### src/ddc_map.vh
// register map, field positions, reset values and timing for the drive port
// assumes a 100 MHz clock; included by every design file of the block
`ifndef DDC_MAP_VH
`define DDC_MAP_VH

// register byte offsets
`define DDC_A_CTRL   8'h00
`define DDC_A_CMD    8'h04
`define DDC_A_SEEK   8'h08
`define DDC_A_RWC    8'h0c
`define DDC_A_RETRY  8'h10
`define DDC_A_STAT   8'h14
`define DDC_A_CYL    8'h18

// control register fields
`define DDC_C_DRV    0
`define DDC_C_SELEN  1
`define DDC_C_HD8    2
`define DDC_C_FMT    3
`define DDC_C_HEAD   7:4
`define DDC_C_HMSB   7

// command register bits (write only, self clearing)
`define DDC_K_SEEK   0
`define DDC_K_WRON   1
`define DDC_K_WROFF  2
`define DDC_K_ABORT  3

// seek register fields
`define DDC_S_CNT    15:0
`define DDC_S_DIR    16

// status register bits
`define DDC_T_BUSY   0
`define DDC_T_SEEKD  1
`define DDC_T_FAULT  2
`define DDC_T_READY  3
`define DDC_T_TRK0   4
`define DDC_T_TMO    5
`define DDC_T_REF    6
`define DDC_T_WRACT  7
`define DDC_T_SCOMP  8

// reset values
`define DDC_RST_CTRL  8'h00
`define DDC_RST_SEEK  17'h00000
`define DDC_RST_RWC   16'hffff
`define DDC_RST_RETRY 8'h05

// timing, figures in ns and derived cycle counts (least times round up)
`define DDC_CLK_MHZ     100
`define DDC_STEP_SU_NS  1000
`define DDC_STEP_PW_NS  1000
`define DDC_STEP_GAP_NS 10000
`define DDC_POR_NS      10000
`define DDC_CYC(ns) (((ns)*`DDC_CLK_MHZ+999)/1000)
`define DDC_STEP_SU_CYC  `DDC_CYC(`DDC_STEP_SU_NS)
`define DDC_STEP_PW_CYC  `DDC_CYC(`DDC_STEP_PW_NS)
`define DDC_STEP_GAP_CYC `DDC_CYC(`DDC_STEP_GAP_NS)
`define DDC_POR_CYC      `DDC_CYC(`DDC_POR_NS)

`endif

### src/ddc_step.v
// step pulse generator: one active-low pulse per cylinder to move
// assumes start is a one-cycle pulse seen only while busy is low
`timescale 1ns/1ps
`include "ddc_map.vh"

module ddc_step (
  // clock and reset
  input  wire        clock,
  input  wire        rst_n,
  // request
  input  wire        start,
  input  wire [15:0] count,
  input  wire        dir_in,
  input  wire        abort,
  // drive pins and status
  output reg         step_n,
  output reg         dir_n,
  output reg         busy,
  output reg         tick
);

  localparam [3:0] ST_IDLE = 4'b0001;
  localparam [3:0] ST_SU   = 4'b0010;
  localparam [3:0] ST_PW   = 4'b0100;
  localparam [3:0] ST_GAP  = 4'b1000;
  localparam [15:0] SU_CYC  = `DDC_STEP_SU_CYC - 1;
  localparam [15:0] PW_CYC  = `DDC_STEP_PW_CYC - 1;
  localparam [15:0] GAP_CYC = `DDC_STEP_GAP_CYC - 1;

  reg [3:0]  state_ff;  // one-hot state
  reg [15:0] tmr_ff;    // phase timer
  reg [15:0] rem_ff;    // steps still to issue

  ////////////////////////////////////////////////////////////////////////
  // sequencer: direction set, setup time, pulse, gap, repeat
  always @(posedge clock or negedge rst_n)
  begin
    if (!rst_n)
    begin
      state_ff <= ST_IDLE;
      tmr_ff   <= 16'h0000;
      rem_ff   <= 16'h0000;
      step_n   <= 1'b1;
      dir_n    <= 1'b1;
      busy     <= 1'b0;
      tick     <= 1'b0;
    end
    else
    begin
      tick <= 1'b0;
      if (abort && !state_ff[2])
      begin
        // stop; during a pulse, abort is taken only in the pulse's last cycle
        state_ff <= ST_IDLE;
        step_n   <= 1'b1;
        busy     <= 1'b0;
      end
      else
      begin
        case (state_ff)
          ST_IDLE:
          begin
            if (start && count != 16'h0000)
            begin
              dir_n    <= ~dir_in;
              rem_ff   <= count;
              tmr_ff   <= SU_CYC;
              busy     <= 1'b1;
              state_ff <= ST_SU;
            end
          end
          ST_SU:
          begin
            if (tmr_ff == 16'h0000)
            begin
              step_n   <= 1'b0;
              tmr_ff   <= PW_CYC;
              state_ff <= ST_PW;
            end
            else
              tmr_ff <= tmr_ff - 16'h0001;
          end
          ST_PW:
          begin
            if (tmr_ff == 16'h0000)
            begin
              step_n <= 1'b1;
              tick   <= 1'b1;
              rem_ff <= rem_ff - 16'h0001;
              if (rem_ff == 16'h0001 || abort)
              begin
                busy     <= 1'b0;
                state_ff <= ST_IDLE;
              end
              else
              begin
                tmr_ff   <= GAP_CYC;
                state_ff <= ST_GAP;
              end
            end
            else
              tmr_ff <= tmr_ff - 16'h0001;
          end
          ST_GAP:
          begin
            if (tmr_ff == 16'h0000)
            begin
              step_n   <= 1'b0;
              tmr_ff   <= PW_CYC;
              state_ff <= ST_PW;
            end
            else
              tmr_ff <= tmr_ff - 16'h0001;
          end
          default:
            state_ff <= ST_IDLE;
        endcase
      end
    end
  end

endmodule

### src/ddc_idx.v
// index pulse edge detector and revolution counter for retry timeout
// assumes index_n is synchronous to clock and active low
`timescale 1ns/1ps
`include "ddc_map.vh"

module ddc_idx (
  // clock and reset
  input  wire       clock,
  input  wire       rst_n,
  // drive pin
  input  wire       index_n,
  // control
  input  wire       arm,
  input  wire [7:0] limit,
  // events
  output reg        idx_edge,
  output reg        timeout
);

  reg       idx_q_ff;  // last sampled index level
  reg [7:0] rev_ff;    // revolutions seen while armed
  wire      fall;      // start of an index pulse

  assign fall = idx_q_ff & ~index_n;

  ////////////////////////////////////////////////////////////////////////
  // edge pulse and bounded revolution count
  always @(posedge clock or negedge rst_n)
  begin
    if (!rst_n)
    begin
      idx_q_ff <= 1'b1;
      rev_ff   <= 8'h00;
      idx_edge <= 1'b0;
      timeout  <= 1'b0;
    end
    else
    begin
      idx_q_ff <= index_n;
      idx_edge <= fall;
      timeout  <= 1'b0;
      if (!arm)
        rev_ff <= 8'h00;
      else if (fall)
      begin
        if (rev_ff + 8'h01 >= limit)
        begin
          timeout <= 1'b1;
          rev_ff  <= 8'h00;
        end
        else
          rev_ff <= rev_ff + 8'h01;
      end
    end
  end

endmodule

### src/ddc_top.v
// hard disk control port: head select, write gate, drive select, stepping
// assumes an apb master on the register side and drives with active-low pins
`timescale 1ns/1ps
`include "ddc_map.vh"

module ddc_top (
  // clock and reset
  input  wire        clock,
  input  wire        rst_n,
  // apb slave
  input  wire        psel,
  input  wire        penable,
  input  wire        pwrite,
  input  wire [7:0]  paddr,
  input  wire [31:0] pwdata,
  output reg  [31:0] prdata,
  output reg         pready,
  output reg         pslverr,
  // drive control outputs, active low
  output reg         head_sel_bit0_n,
  output reg         head_sel_bit1_n,
  output reg         head_sel_bit2_n,
  output reg         head_sel_bit3_n,
  output reg         write_gate_n,
  output reg         drive_select_a_n,
  output reg         drive_select_b_n,
  output wire        step_n,
  output wire        step_direction_in_n,
  // drive status inputs, active low
  input  wire        seek_complete_n,
  input  wire        track_zero_n,
  input  wire        write_fault_n,
  input  wire        index_n,
  input  wire        drive_ready_n
);

  ////////////////////////////////////////////////////////////////////////
  // states and constants
  localparam [3:0]  ST_IDLE = 4'b0001;
  localparam [3:0]  ST_SEEK = 4'b0010;
  localparam [3:0]  ST_SYNC = 4'b0100;
  localparam [3:0]  ST_WR   = 4'b1000;
  localparam [15:0] POR_CYC = `DDC_POR_CYC;

  // register address match
  function hit;
    input [7:0] addr;
    input [7:0] off;
    begin
      hit = (addr == off);
    end
  endfunction

  ////////////////////////////////////////////////////////////////////////
  // storage
  reg  [7:0]  ctrl_ff;    // drive, select enable, head mode, format, head
  reg  [16:0] seek_ff;    // step count and direction
  reg  [15:0] rwc_ff;     // first inner cylinder for reduced current
  reg  [7:0]  retry_ff;   // revolutions before timeout
  reg  [15:0] cyl_ff;     // current cylinder estimate
  reg  [3:0]  state_ff;   // one-hot command state
  reg         seekd_ff;   // sticky: seek done
  reg         tmo_ff;     // sticky: retry timeout
  reg         ref_ff;     // sticky: command refused or cut by fault
  reg  [15:0] por_ff;     // power-on hold counter
  reg         init_ff;    // power-on hold over
  reg  [3:0]  nxt_state;  // next command state
  reg  [31:0] rd_mux;     // read data select
  reg         rd_ok;      // address is mapped

  // decoded bus and pin levels
  wire        wr_acc;
  wire        cmd_wr;
  wire        fault;
  wire        ready;
  wire        scomp;
  wire        trk0;
  wire        stp_busy;
  wire        stp_tick;
  wire        idx_edge;
  wire        idx_tmo;
  wire        do_seek;
  wire        do_wron;
  wire        do_wroff;
  wire        do_abort;
  wire        kill;
  wire        rwc_on;

  assign fault    = ~write_fault_n;
  assign ready    = ~drive_ready_n;
  assign scomp    = ~seek_complete_n;
  assign trk0     = ~track_zero_n;
  assign wr_acc   = psel & penable & pready & pwrite;
  assign cmd_wr   = wr_acc & hit(paddr, `DDC_A_CMD);
  assign do_seek  = cmd_wr & pwdata[`DDC_K_SEEK];
  assign do_wron  = cmd_wr & pwdata[`DDC_K_WRON];
  assign do_wroff = cmd_wr & pwdata[`DDC_K_WROFF];
  assign do_abort = cmd_wr & pwdata[`DDC_K_ABORT];
  // a seek or an index wait ends on fault, abort or timeout; a write ends on fault, abort or write off
  assign kill     = fault | do_abort | idx_tmo;
  assign rwc_on   = ctrl_ff[`DDC_C_HD8] & (cyl_ff >= rwc_ff);

  ////////////////////////////////////////////////////////////////////////
  // step generator and index counter
  ddc_step u_step (
    .clock  (clock),
    .rst_n  (rst_n),
    .start  (state_ff[0] & do_seek & ~fault & init_ff),
    .count  (seek_ff[`DDC_S_CNT]),
    .dir_in (seek_ff[`DDC_S_DIR]),
    .abort  (kill),
    .step_n (step_n),
    .dir_n  (step_direction_in_n),
    .busy   (stp_busy),
    .tick   (stp_tick)
  );

  ddc_idx u_idx (
    .clock    (clock),
    .rst_n    (rst_n),
    .index_n  (index_n),
    .arm      (state_ff[1] | state_ff[2]),
    .limit    (retry_ff),
    .idx_edge (idx_edge),
    .timeout  (idx_tmo)
  );

  ////////////////////////////////////////////////////////////////////////
  // apb handshake: pready in first access cycle, read data registered
  always @*
  begin
    rd_mux = 32'h00000000;
    rd_ok  = 1'b1;
    if (hit(paddr, `DDC_A_CTRL))
      rd_mux[7:0] = ctrl_ff;
    else if (hit(paddr, `DDC_A_CMD))
      rd_mux = 32'h00000000;  // write only
    else if (hit(paddr, `DDC_A_SEEK))
      rd_mux[16:0] = seek_ff;
    else if (hit(paddr, `DDC_A_RWC))
      rd_mux[15:0] = rwc_ff;
    else if (hit(paddr, `DDC_A_RETRY))
      rd_mux[7:0] = retry_ff;
    else if (hit(paddr, `DDC_A_STAT))
    begin
      rd_mux[`DDC_T_BUSY]  = ~state_ff[0];
      rd_mux[`DDC_T_SEEKD] = seekd_ff;
      rd_mux[`DDC_T_FAULT] = fault;
      rd_mux[`DDC_T_READY] = ready;
      rd_mux[`DDC_T_TRK0]  = trk0;
      rd_mux[`DDC_T_TMO]   = tmo_ff;
      rd_mux[`DDC_T_REF]   = ref_ff;
      rd_mux[`DDC_T_WRACT] = ~write_gate_n;
      rd_mux[`DDC_T_SCOMP] = scomp;
    end
    else if (hit(paddr, `DDC_A_CYL))
      rd_mux[15:0] = cyl_ff;
    else
      rd_ok = 1'b0;  // unmapped
  end

  always @(posedge clock or negedge rst_n)
  begin
    if (!rst_n)
    begin
      pready  <= 1'b0;
      pslverr <= 1'b0;
      prdata  <= 32'h00000000;
    end
    else
    begin
      pready  <= psel & ~penable & ~pready;
      pslverr <= psel & ~penable & ~pready & ~rd_ok;
      if (psel & ~penable & ~pwrite)
        prdata <= rd_mux;
    end
  end

  ////////////////////////////////////////////////////////////////////////
  // software registers
  always @(posedge clock or negedge rst_n)
  begin
    if (!rst_n)
    begin
      ctrl_ff  <= `DDC_RST_CTRL;
      seek_ff  <= `DDC_RST_SEEK;
      rwc_ff   <= `DDC_RST_RWC;
      retry_ff <= `DDC_RST_RETRY;
    end
    else if (wr_acc)
    begin
      if (hit(paddr, `DDC_A_CTRL))
        ctrl_ff <= pwdata[7:0];
      if (hit(paddr, `DDC_A_SEEK))
        seek_ff <= pwdata[16:0];
      if (hit(paddr, `DDC_A_RWC))
        rwc_ff <= pwdata[15:0];
      if (hit(paddr, `DDC_A_RETRY))
        retry_ff <= pwdata[7:0];
    end
  end

  ////////////////////////////////////////////////////////////////////////
  // power-on hold: no write gate until the counter runs out
  always @(posedge clock or negedge rst_n)
  begin
    if (!rst_n)
    begin
      por_ff  <= 16'h0000;
      init_ff <= 1'b0;
    end
    else if (!init_ff)
    begin
      por_ff  <= por_ff + 16'h0001;
      init_ff <= (por_ff == POR_CYC);
    end
  end

  ////////////////////////////////////////////////////////////////////////
  // command state machine
  always @*
  begin
    nxt_state = state_ff;
    case (state_ff)
      ST_IDLE:
      begin
        if (do_seek & ~fault & init_ff)
          nxt_state = ST_SEEK;
        else if (do_wron & ~fault & init_ff & ready & scomp)
          nxt_state = ctrl_ff[`DDC_C_FMT] ? ST_SYNC : ST_WR;
      end
      ST_SEEK:
      begin
        if (kill)
          nxt_state = ST_IDLE;
        else if (~stp_busy & scomp)
          nxt_state = ST_IDLE;
      end
      ST_SYNC:
      begin
        if (kill)
          nxt_state = ST_IDLE;
        else if (idx_edge)
          nxt_state = ST_WR;
      end
      ST_WR:
      begin
        if (fault | do_abort | do_wroff)
          nxt_state = ST_IDLE;
      end
      default:
        nxt_state = ST_IDLE;
    endcase
  end

  always @(posedge clock or negedge rst_n)
  begin
    if (!rst_n)
      state_ff <= ST_IDLE;
    else
      state_ff <= nxt_state;
  end

  ////////////////////////////////////////////////////////////////////////
  // sticky status; a hardware set wins over a same-cycle clear
  always @(posedge clock or negedge rst_n)
  begin
    if (!rst_n)
    begin
      seekd_ff <= 1'b0;
      tmo_ff   <= 1'b0;
      ref_ff   <= 1'b0;
    end
    else
    begin
      if (state_ff[1] & ~kill & ~stp_busy & scomp)
        seekd_ff <= 1'b1;
      else if (wr_acc & hit(paddr, `DDC_A_STAT) & pwdata[`DDC_T_SEEKD])
        seekd_ff <= 1'b0;
      if (idx_tmo & (state_ff[1] | state_ff[2]))
        tmo_ff <= 1'b1;
      else if (wr_acc & hit(paddr, `DDC_A_STAT) & pwdata[`DDC_T_TMO])
        tmo_ff <= 1'b0;
      // refused while faulted, or active command cut by fault
      if (((do_seek | do_wron) & fault) | (fault & ~state_ff[0]))
        ref_ff <= 1'b1;
      else if (wr_acc & hit(paddr, `DDC_A_STAT) & pwdata[`DDC_T_REF])
        ref_ff <= 1'b0;
    end
  end

  ////////////////////////////////////////////////////////////////////////
  // cylinder tracking from issued steps and track zero
  always @(posedge clock or negedge rst_n)
  begin
    if (!rst_n)
      cyl_ff <= 16'h0000;
    else if (stp_tick)
    begin
      if (~step_direction_in_n)
        cyl_ff <= cyl_ff + 16'h0001;
      else if (cyl_ff != 16'h0000)
        cyl_ff <= cyl_ff - 16'h0001;
    end
    else if (trk0 & ~stp_busy)
      cyl_ff <= 16'h0000;
  end

  ////////////////////////////////////////////////////////////////////////
  // drive pins: write gate, selects, head lines
  always @(posedge clock or negedge rst_n)
  begin
    if (!rst_n)
    begin
      write_gate_n     <= 1'b1;
      drive_select_a_n <= 1'b1;
      drive_select_b_n <= 1'b1;
      head_sel_bit0_n  <= 1'b1;
      head_sel_bit1_n  <= 1'b1;
      head_sel_bit2_n  <= 1'b1;
      head_sel_bit3_n  <= 1'b1;
    end
    else
    begin
      // only while writing, released at once on fault
      write_gate_n <= ~(nxt_state[3] & init_ff & ~fault);
      // select lines decoded from the drive and select enable bits, never both low
      drive_select_a_n <= ~(ctrl_ff[`DDC_C_SELEN] & ~ctrl_ff[`DDC_C_DRV]);
      drive_select_b_n <= ~(ctrl_ff[`DDC_C_SELEN] & ctrl_ff[`DDC_C_DRV]);
      if (!stp_busy)
      begin
        // head lines change only while the step generator is not busy
        head_sel_bit0_n <= ~ctrl_ff[4];
        head_sel_bit1_n <= ~ctrl_ff[5];
        head_sel_bit2_n <= ~ctrl_ff[6];
        if (ctrl_ff[`DDC_C_HD8])
          head_sel_bit3_n <= ~rwc_on;
        else
          head_sel_bit3_n <= ~ctrl_ff[`DDC_C_HMSB];
      end
    end
  end

endmodule

### config.mk
export PLATFORM = sky130hd
export DESIGN_NAME = ddc_top
export DESIGN_NICKNAME = d
export VERILOG_FILES = /design/src/ddc_step.v /design/src/ddc_idx.v /design/src/ddc_top.v
export VERILOG_INCLUDE_DIRS = /design/src
export SDC_FILE = /design/constraint.sdc
export NUM_CORES = 1
export LEC_CHECK = 0
export BUFFER_PORTS_ARGS = -buffer_cell sky130_fd_sc_hd__clkbuf_2
export CAP_MARGIN = 5
export CORE_MARGIN = 4
export CORE_UTILIZATION = 50
export DETAILED_ROUTE_END_ITERATION = 16
export GPL_TIMING_DRIVEN = 0
export PLACE_DENSITY = 0.78
export SETUP_SLACK_MARGIN = 0.02
export SLEW_MARGIN = 20
export SYNTH_ARGS = -nofsm -noshare
export SYNTH_HDL_FRONTEND = slang
export SYNTH_SLANG_ARGS = --single-unit
### constraint.sdc
create_clock -name clock -period 3.1 [get_ports clock]
set_clock_uncertainty 0.1 [all_clocks]
set_input_delay 0.31 -clock clock [delete_from_list [all_inputs] [get_ports clock]]
set_output_delay 0.31 -clock clock [all_outputs]
set_load 0.005 [all_outputs]
Word-level counts from Yosys, hierarchy flattened:

Cells that the tools add are included.

* magnitude comparators: 2
* mux-type cells: 71
* $add $sub $neg: 6
* eq/ne operators: 29
* reduce and logical (&&, ||, !) cells: 29
* bitwise gates (word level): 69

Operators by type and width (count)
* $mux W16: 13
* $mux W4: 13
* $mux W8: 6
* $pmux W16 S3: 1
* $sub A16 B1 Y16 const B: 3
* $and A1 B1 Y1: 39
* $add A16 B1 Y16 const B: 2
* $pmux W16 S2: 1
* $reduce_bool A16 Y1: 2
* $mux W1: 29
* $eq A8 B5 Y1 const B: 3
* $not A1 Y1: 24
* $mux W9: 2
* $mux W17: 1
* $eq A16 B1 Y1 const B: 1
* $eq A16 B10 Y1 const B: 1
* $eq A8 B4 Y1 const B: 2
* $ge A16 B16 Y1: 1
* $logic_not A16 Y1: 1
* $pmux W4 S4: 1
* $reduce_and A4 Y1: 4
* $ne A3 B1 Y1 const B: 4
* $ne A3 B3 Y1 const B: 4
* $pmux W4 S3: 1
* 22 further kinds: 47

* register bits after elaboration: 181

Logic depth before layout (Yosys ltp):

* depth after elaboration: 15
* mapped depth: 11
* mapped depth without buffers: 10

Modules after synthesis:

From an unflattened synthesis, not the netlist that was laid out.

* cell total of the unflattened synthesis: 1011
* area, all modules: 9843.2 µm²

By module, submodules not included
* ddc_top: cells each 641, seq. area each 2910.3 µm², area an instance 6449.9 µm², times used 1
* ddc_step: cells each 293, seq. area each 1004.7 µm², area an instance 2616.3 µm², times used 1
* ddc_idx: cells each 77, seq. area each 276.5 µm², area an instance 777.0 µm², times used 1

Least setup slack after synthesis:

OpenSTA, ideal clock, no wires.

* path type: reg-to-reg
* from: reg u_idx.rev_ff[0]
* to: reg u_idx.rev_ff[2]
* path buffers: 0
* data arrival time: 2555 ps
* slack: 363 ps
* period minus slack after synthesis: 2737 ps
* data required time: 2918 ps
* cell stages (with the launch flop): 11
* cell sequence: dfrtp_1 > and3_1 > and3_1 > and3_1 > xor2_1 > ha_1 > o21ai_0 > nor2_1 > a2111oi_2 > a21oi_1 > a31oi_1

* word-level cells in the longest chain between the ends: 5

Ends and longest elaborated chain
* start: declaration: RTL line ddc_idx.v:21 `reg [7:0] rev_ff;`
* start signal: assignment: RTL line ddc_idx.v:52 `rev_ff <= rev_ff + 8'h01;`
* $add A8 B1 Y8 *: RTL line ddc_idx.v:46, ddc_idx.v:52
* $ge A8 B8 Y1: RTL line ddc_idx.v:46 `if (rev_ff + 8'h01 >= limit)`
* $mux W8 *: RTL line ddc_idx.v:46
* $mux W8 *: RTL line ddc_idx.v:44 `else if (fall)`
* $mux W8 *: RTL line ddc_idx.v:42 `if (!arm)`

Every way passes the cells marked *; elsewhere a longest branch is shown, timed or not. The select of a mux whose other input is x is not followed.
A chain may end at the register's enable or synchronous reset.

Final worst setup path:

* from: reg u_step.dir_n
* to: reg cyl_ff[15]

* word-level cells in the longest chain between the ends: 2
* elaborated cells on any way between the ends: 4
* those cells by class: eq/ne: 1; mux: 2; reduce/logical: 1

Ends and longest elaborated chain
* start: declaration: RTL line ddc_step.v:17 `output reg dir_n,`
* start signal: assignment: RTL line ddc_step.v:65 `dir_n <= ~dir_in;`
* $ne A3 B3 Y1 (no source line) or $mux W16 (tied branches)
* $reduce_and A2 Y1 (no source line) or $mux W16 (tied branches)
* end signal: assignment: RTL line ddc_top.v:301 `cyl_ff <= cyl_ff + 16'h0001;`
* end signal: assignment: RTL line ddc_top.v:303 `cyl_ff <= cyl_ff - 16'h0001;`
* end: declaration: RTL line ddc_top.v:60 `reg [15:0] cyl_ff;`

Several ways; a longest one is shown, not always the timed one.

==> results.json <==
{
  "place_congestion": 0.899,
  "outcome": "finished, final reports clean",
  "clkSinkCount": 166,
  "drt_iter0_drc": 649,
  "grt_pass1_wl_mm": 38.7,
  "synthToLayoutAreaGrowth_pct": 15.1,
  "drc": 0,
  "cap_violations": 0,
  "antenna_left": 0,
  "via_per_inst": 5.95,
  "grt_antenna_before_repair": 0,
  "synth-simple-area-share_pct": 16.6,
  "final_layout_size_suffix_gt1_share_pct": 20.3,
  "synth-compound-area-share_pct": 18.4,
  "ys_ff_latch": 166,
  "worstSkewPairLatency_ns": 0.43,
  "die-area_um2": 21200,
  "hold_viol": 0,
  "wl_mm": 23.4,
  "cts_root_buffer": "clkbuf_16",
  "worst_setup_path_end_kind": "flip-flop",
  "io_buffer_count": 60,
  "clk_pin_slew_ns": 0.06,
  "pre_cts_ws_ns": -0.197,
  "worst_pin_slew_ns": 1.15,
  "synthMuxAreaShare_pct": 6.83,
  "relSlewSlack_pct": 22.6,
  "synthXorXnorAreaFrac_pct": 3.24,
  "start_util_pct": 50.8,
  "drt-pass1-iter-count": 5,
  "fin_area_um2": 10900,
  "synth_fa_ha_area_share_pct": 6.02,
  "power.density_nw_per_um2": 437,
  "synthTopCellsByCount": "dfrtp_1 (136), nor2_1 (85), nand2_1 (76)",
  "fin_hold_ws_ns": 0.0259,
  "grt_use_total_pct": 22.2,
  "wl_per_cell_um": 17.8,
  "htree_levels": 4,
  "core_area_um2": 18600,
  "synth_top_family_by_area": "compound AO/OA/AOI/OAI gates",
  "fp.dieH_um": 146,
  "yosys.cell_count.top_type": "dfrtp_1",
  "period_needed_ns": 2.94,
  "synth_edf_count": 0,
  "period_share_pct": 94.7,
  "cts_buffer_depth": 2,
  "grt_pass1_vias": 7604,
  "syn_avg_cell_area_um2": 9.81,
  "path_class": "reg -> reg",
  "yosysSeqAreaShare_pct": 44.3,
  "nNetsFinal": 1161,
  "seq_area_um2": 4200,
  "numCtsBuffers": 17,
  "drv_slew": 0,
  "finalSetupViolations": 0,
  "hold_path_class": "in -> reg",
  "cp-start-kind": "flip-flop",
  "hpwl_mm": 16.9,
  "grt_overflow": 0,
  "vdd_drop_max_mv": 0.415,
  "netlist.area_leader.share_pct": 35.9,
  "placed_cell_area_um2": 10200,
  "synth_warnings": 0,
  "cts_tree": "yes",
  "fmax_ghz": 0.340,
  "fill_cells": 1592,
  "final_core_util_pct": 58.5,
  "multi_input_area_um2": 4920,
  "diodes": 0,
  "cp.arrival_ns": 3.15,
  "num_rows": 50,
  "yosysTopAreaCell": "dfrtp_1",
  "fin_ws_ns": 0.163,
  "leakage_uw": 0.00510,
  "syn_area_um2": 9470,
  "die_width_um": 146,
  "required_ns": 3.31,
  "synth_cells": 965,
  "grt_max_degree": 64,
  "synth_area_leaders": "dfrtp_1 (36%), dfstp_2 (8.3%), ha_1 (5.8%)",
  "synth_ff_type": "dfrtp_1",
  "io_pins": 93,
  "synth_cell_types": 85,
  "vias": 7806,
  "critical_path.max_fanout": 24,
  "async_reset_ff_share_pct": 100
}
-- worst max-delay path, cell delays in order, from the launching register on --
cell,delay (ns)
dfstp_4,0.79
ha_1,0.28
a21o_1,0.19
nand4_1,0.09
nand3_1,0.21
a31o_2,0.35
o41ai_1,0.53
or3_1,0.20
nand3_1,0.06
-- what timing repair did --
item	in CTS	in global routing
hold buffers	2	0
buffers inserted	0	4
endpoints found under the setup margin	10	17
pin swaps	0	2
resized for setup	2	2
endpoints found under the hold margin	38	0
-- kinds of logic after synthesis --
group                      Yosys count
and+or+nand+nor                    309
AOI/OAI and AO/OA                  258
buffers and inverters               92
adders and majority gates           45
xor gates and xnor gates            35
DFF                                166
muxes                               59
other                                1
-- area by class of cell --
cell class | instances | area share [%]
well taps | 234 | 2.69
plain buffers | 53 | 2.60
multi-input cells | 721 | 45.1
clock buffers | 22 | 4.44
inverters | 39 | 1.34
clock inverters | 10 | 1.54
flip-flops and latches | 166 | 38.5
repair buffers | 68 | 3.80
-- placed cells by master, fill, tap and decap left out, types with 14 or more instances in the layout --
| master | count |
|---|---|
| dfrtp_1 | 136 |
| nor2_1 | 85 |
| nand2_1 | 76 |
| a21oi_1 | 70 |
| o21ai_0 | 63 |
| clkbuf_2 | 59 |
| mux2_2 | 45 |
| ha_1 | 44 |
| inv_1 | 39 |
| nand3_1 | 31 |
| dfstp_2 | 29 |
| clkbuf_1 | 28 |
| a22o_1 | 22 |
| xnor2_1 | 21 |
| a21o_1 | 19 |
| buf_4 | 19 |
| nand2b_1 | 17 |
| clkbuf_16 | 17 |
| conb_1 | 15 |
| xor2_1 | 14 |
| nor4_1 | 14 |
| mux2i_1 | 14 |
-- report_power, final --
| part | switching [uW] | internal, uW | total (uW) |
|---|---|---|---|
| Combinational | 142 | 80.7 | 223 |
| Clock | 895 | 1440 | 2340 |
| Sequential | 16.8 | 2190 | 2210 |
| Total | 1050 | 3710 | 4770 |
-- state kept, by name, summed over array words and instances (netlist names), 4 cells and up --
register	count
ctrl_ff	8
cyl_ff	16
por_ff	16
prdata	17
retry_ff	8
rwc_ff	16
seek_ff	17
state_ff	4
u_idx.rev_ff	8
u_step.rem_ff	16
u_step.state_ff	4
u_step.tmr_ff	16
-- worst paths after layout --
check	from	end	slack, ns	cells after the start
setup / recovery	u_step.dir_n	cyl_ff[15]	0.16	8
hold / removal	pwdata[14]	seek_ff[14]	0.03	2
setup reg to reg	u_step.dir_n	cyl_ff[15]	0.16	8
hold reg to reg	ctrl_ff[5]	head_sel_bit1_n	0.35	1
max in group asynchronous	rst_n	u_idx.idx_q_ff	1.60	4
min in group asynchronous	rst_n	prdata[13]	0.29	2
-- through the flow --
stage / std cells / total power [uW] / setup TNS [ns]
CTS: 1309 / 4790 / 0
finish: 1313 / 4770 / 0
floorplan: 979 / 2330 / 0
global placement: 1273 / 2460 / -192.62
global route: 1313 / 4910 / -0.00209
detailed placement: 1275 / 2470 / -0.753
-- layer usage --
| metal | up-vias | track usage, % | wire, um |
|---|---|---|---|
| met5 | - | 0 | 0 |
| met4 | 0 | 8.93 | 534 |
| met3 | 38 | 3.33 | 1160 |
| met2 | 238 | 36.6 | 11300 |
| met1 | 3815 | 29.6 | 10400 |
| li1 | 3715 | - | - |
No activity file was read; power rests on OpenSTA's default activity.
